**config.mk**
```make
export PLATFORM = sky130hd
export DESIGN_NAME = rcs_top
export DESIGN_NICKNAME = d
export VERILOG_FILES = /design/src/hdl/rcs_pkg.sv /design/src/hdl/rcs_fifo.sv /design/src/hdl/rcs_top.sv
export SDC_FILE = /design/constraint.sdc
export NUM_CORES = 1
export LEC_CHECK = 0
export BUFFER_PORTS_ARGS = -buffer_cell sky130_fd_sc_hd__buf_2
export CAP_MARGIN = 20
export CORE_MARGIN = 8
export CORE_UTILIZATION = 40
export DETAILED_ROUTE_END_ITERATION = 8
export MAX_ROUTING_LAYER = met4
export PLACE_DENSITY = 0.66
export REMOVE_ABC_BUFFERS = 1
export SETUP_SLACK_MARGIN = 0.15
export SLEW_MARGIN = 15
export SYNTH_ARGS = -nofsm -noshare
export SYNTH_HDL_FRONTEND = slang
export SYNTH_SLANG_ARGS = --single-unit
```
**constraint.sdc**
```tcl
create_clock -name hclk -period 4.41 [get_ports hclk]
set_input_delay 1.323 -clock hclk [delete_from_list [all_inputs] [get_ports hclk]]
set_output_delay 1.323 -clock hclk [all_outputs]
set_load 0.01 [all_outputs]
```
**src/hdl/rcs_pkg.sv**
```systemverilog
// constants for the receive channel selection block
package rcs_pkg;
	localparam int          ADDR_W        = 8;
	localparam int          DATA_W        = 32;
	localparam int          FIFO_DEPTH    = 4;
	localparam int          CHAN_W        = 7;
	localparam int          BLK_W         = 3;
	localparam int          PBLK_W        = 2;
	// register byte addresses
	localparam logic [7:0]  OFF_CTRL      = 8'h00;
	localparam logic [7:0]  OFF_STATUS    = 8'h04;
	localparam logic [7:0]  OFF_ENABLE0   = 8'h10;
	localparam logic [7:0]  OFF_ENABLE1   = 8'h14;
	localparam logic [7:0]  OFF_ENABLE2   = 8'h18;
	localparam logic [7:0]  OFF_ENABLE3   = 8'h1c;
	// control and status register fields
	localparam int          CTRL_SEL_BIT  = 0;
	localparam int          CTRL_PART_BIT = 9;
	localparam int          CTRL_PA_LSB   = 5;
	localparam int          CTRL_PB_LSB   = 7;
	localparam int          STAT_BLK_LSB  = 2;
	localparam int          STAT_DROP_BIT = 8;
	localparam logic [31:0] ENABLE_RST    = 32'h0000_0000;
	localparam logic [1:0]  HTRANS_NONSEQ = 2'h2;
	localparam logic [2:0]  HSIZE_WORD    = 3'h2;
endpackage : rcs_pkg

```
**src/hdl/rcs_fifo.sv**
```systemverilog
// small valid/ready fifo for accepted elements
`timescale 1ns/1ps
module rcs_fifo #(
	parameter int WIDTH = 32,
	parameter int DEPTH = 4
) (
	input  wire logic             clk,      // clock
	input  wire logic             rst_n,    // async reset, low
	input  wire logic             in_valid, // write request
	output logic                  in_ready, // not full
	input  wire logic [WIDTH-1:0] in_data,  // write data
	output logic                  out_valid,// not empty
	input  wire logic             out_ready,// read request
	output logic      [WIDTH-1:0] out_data  // head word
);
	localparam int AW = $clog2(DEPTH);
	logic [WIDTH-1:0] mem_q [DEPTH];
	logic [AW-1:0]    wp_q, wp_d, rp_q, rp_d;
	logic [AW:0]      cnt_q, cnt_d;
	logic             wr, rd;

	assign in_ready  = (cnt_q != DEPTH[AW:0]);
	assign out_valid = (cnt_q != '0);
	assign out_data  = mem_q[rp_q];
	assign wr        = in_valid & in_ready;
	assign rd        = out_valid & out_ready;

	always_comb begin
		wp_d  = wr ? AW'(wp_q + 1'b1) : wp_q;
		rp_d  = rd ? AW'(rp_q + 1'b1) : rp_q;
		cnt_d = (AW+1)'(cnt_q + {{AW{1'b0}}, wr} - {{AW{1'b0}}, rd});
	end

	always_ff @(posedge clk or negedge rst_n) begin
		if (!rst_n) begin
			wp_q  <= '0;
			rp_q  <= '0;
			cnt_q <= '0;
		end else begin
			wp_q  <= wp_d;
			rp_q  <= rp_d;
			cnt_q <= cnt_d;
		end
	end

	always_ff @(posedge clk) begin
		if (wr) begin
			mem_q[wp_q] <= in_data;
		end
	end
endmodule // rcs_fifo

```
**src/hdl/rcs_top.sv**
```systemverilog
// receive multichannel selection with ahb-lite registers
// Operation
// - status codes 4-7 mean blocks 4-7
// - selection off accepts all 128 channels
// - selection on accepts only enabled channels
// - partition bit picks two or eight partitions
// - partition bit matters only under selection
// - two partitions use register 0 halves
// - partition blocks from A and B fields
// - eight partitions: register 0 is channels 0-31
// - enhanced mode uses all four registers
// - enable bit 0 disables, 1 enables
// - enable bits matter only under selection
// - three-bit status, codes 0-3 blocks 0-3
// - A field selects even block 0,2,4,6
// - B field selects odd block 1,3,5,7
// - registers 1-3 cover channels 32-127
//
// Local design decisions: register access over AHB-Lite and the register offsets.
`timescale 1ns/1ps
module rcs_top (
	input  wire logic        hclk,        // bus clock 50 MHz
	input  wire logic        hresetn,     // async reset, low
	input  wire logic        hsel,        // slave select
	input  wire logic [7:0]  haddr,       // byte address
	input  wire logic [1:0]  htrans,      // transfer type
	input  wire logic        hwrite,      // write
	input  wire logic [2:0]  hsize,       // size
	input  wire logic [31:0] hwdata,      // write data
	input  wire logic        hready,      // bus ready
	output logic      [31:0] hrdata,      // read data
	output logic             hreadyout,   // slave ready
	output logic             hresp,       // always okay
	input  wire logic        rx_valid,    // element received
	input  wire logic [6:0]  rx_channel,  // its channel slot
	input  wire logic [31:0] rx_data,     // element data
	output logic             rx_ready,    // element taken
	output logic             out_valid,   // accepted element
	input  wire logic        out_ready,   // sink ready
	output logic      [31:0] out_data,    // accepted data
	output logic      [6:0]  out_channel  // accepted channel
);
	// ----------------------------------------------------------------
	// register state
	// ----------------------------------------------------------------
	logic        sel_q, sel_d, part_q, part_d;
	logic [1:0]  pa_q, pa_d, pb_q, pb_d;
	logic [31:0] en_q [4];
	logic [31:0] en_d [4];
	logic [2:0]  blk_q, blk_d;
	logic        drop_q, drop_d;
	logic        wph_q, wph_d;
	logic [7:0]  wad_q, wad_d;
	logic [31:0] rd_q, rd_d;
	logic        ov_q, ov_d, ordy_q, ordy_d;
	logic [31:0] od_q, od_d;
	logic [6:0]  oc_q, oc_d;
	logic        acc;
	logic        f_ready, f_valid, f_take, f_pop;
	logic [2:0]  occ_q, occ_d;
	logic [38:0] f_out;

	// register index of a word address, 4 for none
	function automatic logic [2:0] en_index(input logic [7:0] a);
		case (a)
			rcs_pkg::OFF_ENABLE0: en_index = 3'h0;
			rcs_pkg::OFF_ENABLE1: en_index = 3'h1;
			rcs_pkg::OFF_ENABLE2: en_index = 3'h2;
			rcs_pkg::OFF_ENABLE3: en_index = 3'h3;
			default:              en_index = 3'h4;
		endcase
	endfunction

	// ----------------------------------------------------------------
	// channel acceptance
	// ----------------------------------------------------------------
	function automatic logic chan_ok(input logic [6:0] ch, input logic sel, input logic part,
	                                 input logic [1:0] pa, input logic [1:0] pb,
	                                 input logic [31:0] e0, input logic [31:0] e1,
	                                 input logic [31:0] e2, input logic [31:0] e3);
		logic [2:0]  blk;
		logic [31:0] word;
		blk  = ch[6:4];
		word = e0;
		chan_ok = 1'b0;
		if (!sel) begin
			chan_ok = 1'b1;
		end else if (part) begin
			case (blk[2:1])
				2'h0:    word = e0;
				2'h1:    word = e1;
				2'h2:    word = e2;
				default: word = e3;
			endcase
			chan_ok = word[{blk[0], ch[3:0]}];
		end else if (blk == {pa, 1'b0}) begin
			chan_ok = e0[{1'b0, ch[3:0]}];
		end else if (blk == {pb, 1'b1}) begin
			chan_ok = e0[{1'b1, ch[3:0]}];
		end
	endfunction

	assign acc    = chan_ok(rx_channel, sel_q, part_q, pa_q, pb_q, en_q[0], en_q[1], en_q[2], en_q[3]);
	assign f_take = rx_valid & ordy_q & acc;
	assign f_pop  = f_valid & (!ov_q | out_ready);

	rcs_fifo #(.WIDTH(39), .DEPTH(rcs_pkg::FIFO_DEPTH)) u_fifo (
		.clk       (hclk),
		.rst_n     (hresetn),
		.in_valid  (f_take),
		.in_ready  (f_ready),
		.in_data   ({rx_channel, rx_data}),
		.out_valid (f_valid),
		.out_ready (f_pop),
		.out_data  (f_out)
	);

	// ----------------------------------------------------------------
	// next state
	// ----------------------------------------------------------------
	always_comb begin
		logic [2:0] wi;
		wi     = en_index(wad_q);
		sel_d  = sel_q;
		part_d = part_q;
		pa_d   = pa_q;
		pb_d   = pb_q;
		en_d   = en_q;
		blk_d  = blk_q;
		drop_d = drop_q;
		wph_d  = hsel && hready && htrans == rcs_pkg::HTRANS_NONSEQ && hwrite && hsize == rcs_pkg::HSIZE_WORD;
		wad_d  = hready ? {haddr[7:2], 2'b00} : wad_q;
		rd_d   = rd_q;
		if (wph_q) begin
			if (wad_q == rcs_pkg::OFF_CTRL) begin
				sel_d  = hwdata[rcs_pkg::CTRL_SEL_BIT];
				part_d = hwdata[rcs_pkg::CTRL_PART_BIT];
				pa_d   = hwdata[rcs_pkg::CTRL_PA_LSB +: rcs_pkg::PBLK_W];
				pb_d   = hwdata[rcs_pkg::CTRL_PB_LSB +: rcs_pkg::PBLK_W];
			end else if (!wi[2]) begin
				en_d[wi[1:0]] = hwdata;
			end
		end
		if (rx_valid && ordy_q) begin
			blk_d = rx_channel[6:4];
			if (!acc) begin
				drop_d = 1'b1;
			end
		end
		if (hsel && hready && htrans == rcs_pkg::HTRANS_NONSEQ && !hwrite) begin
			rd_d = '0;
			case ({haddr[7:2], 2'b00})
				rcs_pkg::OFF_CTRL: begin
					rd_d[rcs_pkg::CTRL_SEL_BIT]                       = sel_q;
					rd_d[rcs_pkg::CTRL_PART_BIT]                      = part_q;
					rd_d[rcs_pkg::CTRL_PA_LSB +: rcs_pkg::PBLK_W]     = pa_q;
					rd_d[rcs_pkg::CTRL_PB_LSB +: rcs_pkg::PBLK_W]     = pb_q;
				end
				rcs_pkg::OFF_STATUS: begin
					rd_d[rcs_pkg::STAT_BLK_LSB +: rcs_pkg::BLK_W] = blk_q;
					rd_d[rcs_pkg::STAT_DROP_BIT]                  = drop_q;
				end
				rcs_pkg::OFF_ENABLE0: rd_d = en_q[0];
				rcs_pkg::OFF_ENABLE1: rd_d = en_q[1];
				rcs_pkg::OFF_ENABLE2: rd_d = en_q[2];
				rcs_pkg::OFF_ENABLE3: rd_d = en_q[3];
				default:              rd_d = '0;
			endcase
		end
		// shadow fill count: rx_ready drops in the cycle the fifo fills, not after every take
		occ_d  = 3'(occ_q + {2'b00, f_take} - {2'b00, f_pop});
		ordy_d = f_ready && (occ_d != 3'(rcs_pkg::FIFO_DEPTH));
		ov_d   = ov_q;
		od_d   = od_q;
		oc_d   = oc_q;
		if (!ov_q || out_ready) begin
			ov_d = f_valid;
			if (f_valid) begin
				od_d = f_out[31:0];
				oc_d = f_out[38:32];
			end
		end
	end

	always_ff @(posedge hclk or negedge hresetn) begin
		if (!hresetn) begin
			sel_q  <= 1'b0;
			part_q <= 1'b0;
			pa_q   <= 2'h0;
			pb_q   <= 2'h0;
			en_q   <= '{default: rcs_pkg::ENABLE_RST};
			blk_q  <= 3'h0;
			drop_q <= 1'b0;
			wph_q  <= 1'b0;
			wad_q  <= 8'h00;
			rd_q   <= 32'h0000_0000;
			ov_q   <= 1'b0;
			od_q   <= 32'h0000_0000;
			oc_q   <= 7'h00;
			ordy_q <= 1'b0;
			occ_q  <= 3'h0;
		end else begin
			sel_q  <= sel_d;
			part_q <= part_d;
			pa_q   <= pa_d;
			pb_q   <= pb_d;
			en_q   <= en_d;
			blk_q  <= blk_d;
			drop_q <= drop_d;
			wph_q  <= wph_d;
			wad_q  <= wad_d;
			rd_q   <= rd_d;
			ov_q   <= ov_d;
			od_q   <= od_d;
			oc_q   <= oc_d;
			ordy_q <= ordy_d;
			occ_q  <= occ_d;
		end
	end

	assign hrdata      = rd_q;
	assign hreadyout   = 1'b1;
	assign hresp       = 1'b0;
	assign rx_ready    = ordy_q;
	assign out_valid   = ov_q;
	assign out_data    = od_q;
	assign out_channel = oc_q;
endmodule // rcs_top
```
==> qor.txt <==
Run status: finished, final reports clean
Required time worst endpoint: 4840 ps
Total gr overflow: 0
Die area: 48900 um^2
Internal: 7170 uW
First-pass DRT Iterations: 5
First-pass GRT wire length: 66000 um
Worst-margin pin slew: 1090 ps
VDD IR max: 0.301 mV
Lkg Pwr: 0.00837 uW
Final setup viols: 0
Post-synth EDFFs: 156
Post-CTS Resized: 0
CP Launch Point: rx_channel[6]
Wire length per cell: 22.8 um
Slew HR: 0.271
Gpl congestion: 0.822
Post-route core utilization: 0.478
Clock slew at reported path FFs: 60 ps
Register area share after synthesis: 0.618
Final period util: 0.896
Vias per cell: 5.53
P per Cell Area: 491 nW/um^2
TritonCTS clock tree: built
CTS max path bufs: 3
I/O Buffers: 161
Max-cap violations: 0
Rows: 75
Crit path capture type: flip-flop
DP Wirelength: 27600 um
Hold Crit Start: hrdata[26]
Core Area: 41800 um^2
M2 GR Usage: 0.287
Cells after Synth: 1061
Final-report hold violation count: 0
Syn avg cell area: 15.9 um^2
Setup Fix Bufs, Post-CTS: 0
Clock latency on the worst-skew pair: 570 ps
Synthesis-stage register bit count: 384
GR Util All Layers: 0.176
Final Max Tran Viols: 0
Starting DRT DRC Count: 743
Residual DRC count: 0
Hold/Removal Path Class: flip-flop to flip-flop
Flop pwr share: 0.461
Synth area leaders: dfrtp_1 (34%), edfxtp_1 (28%), mux2_2 (13%)
Vias in the first global route: 11000
Largest net degree at the start of global routing: 89
DP Area: 18600 um^2
Area grow syn2layout: 18.6%
Final ANT Viol Nets: 0
Root Driver: clkbuf_16
CTS Sinks: 384
RSZ-0062 raised after global routing: false
Switch Pwr: 2640 uW
GR peak layer: met2
Critical-path maximum fanout: 4
Clk_skew: 18.1 ps
Hold Path Stages: 2
Num ports: 166
CP startpoint kind: primary input
Synth Warn #: 0
Worst reg2reg path depth: 14
DR vias: 10200
TritonCTS buffer count: 42
CTS Hold Buffers Added: 0
RR Endpoint: rx_ready
Count of unique library cells instantiated by Yosys: 64
GR Layer Usage met3: 0.0382
CP Data Arrival Time: 4390 ps
WHS Endpoint: hrdata[26]
Post-route cell area: 20000 um^2
Initial antenna violation count: 5
Effective utilization at floorplan: 0.403
H-tree depth: 2
Critical path type: primary input to flip-flop
Final WL: 42000 um
Met1 Resource Use GR: 0.226
Synth area leader: dfrtp_1
Comb power frac: 0.189
Period minus WS final: 3950 ps
R2R setup slack: 1170 ps
Die X: 221 um
Clock power frac: 0.349
Max Fclk: 253 MHz
Synth Flop Type: dfrtp_1
Fraction of layout cells with a size suffix above 1: 0.432
Crit Reg-Reg Startpoint: en_q[113]
Ys async rst share: 0.594
Die height: 221 um
Sw Ratio: 0.269
Synth Cell Area: 16800 um^2
Nets: 1365
Post-synth top area share: 0.339
## stage by stage
| stage | TNS (ps) | total power (uW) | setup WS, ps | hold slack (ps) | cells |
|---|---|---|---|---|---|
| after floorplan | -2670 | 5680 | -723 | 436 | 992 |
| after global placement | -121 | 6430 | -112 | 462 | 1759 |
| after detailed placement | -185 | 6500 | -116 | 464 | 1759 |
| after CTS | 0 | 9950 | 480 | 479 | 1835 |
| after global routing | 0 | 10300 | 297 | 493 | 1840 |
| final | 0 | 9800 | 457 | 473 | 1840 |
## cell type report
| class | count | area, um^2 |
|---|---|---|
| multi-input cells | 587 | 5990 |
| clock buffers | 60 | 1180 |
| repair buffers | 228 | 1440 |
| flip-flops and latches | 384 | 10400 |
| well taps | 539 | 674 |
| inverters | 21 | 87.6 |
| clock inverters | 16 | 178 |
| fillers | 3621 | 21800 |
| diodes | 5 | 12.5 |
## power by group through the flow
| stage | sequential (uW) | combinational, uW | clock [uW] |
|---|---|---|---|
| 2_1_floorplan | 4630 | 1050 | 0 |
| 3_3_place_gp | 4580 | 1850 | 0 |
| 3_5_place_dp | 4600 | 1890 | 0 |
| 4_1_cts | 4540 | 1900 | 3520 |
| 5_1_grt | 4590 | 2020 | 3670 |
| 6_report | 4520 | 1860 | 3430 |
## layout by cell type, fill, tap and decap left out, types with 5 or more instances in the layout
master and instances:
mux2_2 187, inv_1 19, clkbuf_8 6, dfrtp_1 226, a22oi_1 12, clkbuf_16 42, a211oi_1 12, buf_12 10
mux2i_1 36, edfxtp_1 156, buf_4 57, nor2_1 46, o21ai_0 27, a22o_1 6, diode_2 5, mux4_2 61
and3b_1 6, clkinv_2 6, nand2_1 45, clkbuf_1 12, buf_2 160, mux4_1 6, ha_1 8, xnor2_1 8
a21oi_1 15, nor2b_1 5, a221oi_1 36
## worst max-delay path, cell delays in order
cell and delay, ps:
buf_2 200, buf_12 140, mux4_1 580, nand2_1 90
a31oi_1 90, a221oi_1 410, buf_4 190, o21ai_1 70
o22ai_2 300, a21oi_1 120, ha_1 190, inv_1 70
fa_1 180, xnor2_1 130, xnor2_1 160, a32oi_1 130
## cell usage after synthesis, drive strengths merged (2+ instances only)
cell,number
dfrtp,228
mux2,192
edfxtp,156
mux4,67
nor2,48
nand2,45
clkbuf,39
a221oi,37
mux2i,36
o21ai,31
buf,30
inv,20
a21oi,17
a211oi,14
a22oi,12
ha,8
xnor2,8
and2,7
a22o,6
and3b,6
nor2b,5
o22ai,5
a31oi,4
and3,3
nand4b,3
nor3,3
o221ai,3
xor2,3
a41o,2
conb,2
fa,2
nand3,2
## cell families after synthesis
logic type	after synthesis	share of synthesized area
buffers and inverters	90	0.0280
XOR/XNOR	11	0.00573
AND/OR/NAND/NOR	131	0.0368
other	2	0.000446
AO/OA/AOI/OAI	138	0.0618
multiplexers	295	0.241
adder cells (fa/ha/maj)	10	0.00833
flip-flops	384	0.618
## worst max path at each step
stage / endpoint / slack, ps / depth (start not counted)
final: rx_ready / 460 / 16
after CTS: rx_ready / 480 / 16
after global placement: rx_ready / -110 / 16
after floorplan: rx_ready / -720 / 10
after global routing: rx_ready / 300 / 17
after detailed placement: rx_ready / -120 / 16
## flip-flops by register name (all words and copies together), names as in the netlist
register      count
rx_ready          1
out_valid         1
drop_q            1
occ_q             3
wph_q             1
u_fifo.cnt_q      3
en_q            128
blk_q             3
pb_q              2
u_fifo.wp_q       2
out_channel       7
u_fifo.mem_q    156
wad_q             6
u_fifo.rp_q       2
hrdata           32
part_q            1
pa_q              2
out_data         32
sel_q             1
## per-layer routing
layer  share of wire  vias up  routed length [um]
met1            0.44     5331               18600
met3           0.052       52                2180
met5               0        -                   0
li1                -     4508                   -
met2            0.49      275               20600
met4           0.016        0                 665
Note: power is estimated with default switching activity, not from simulation.
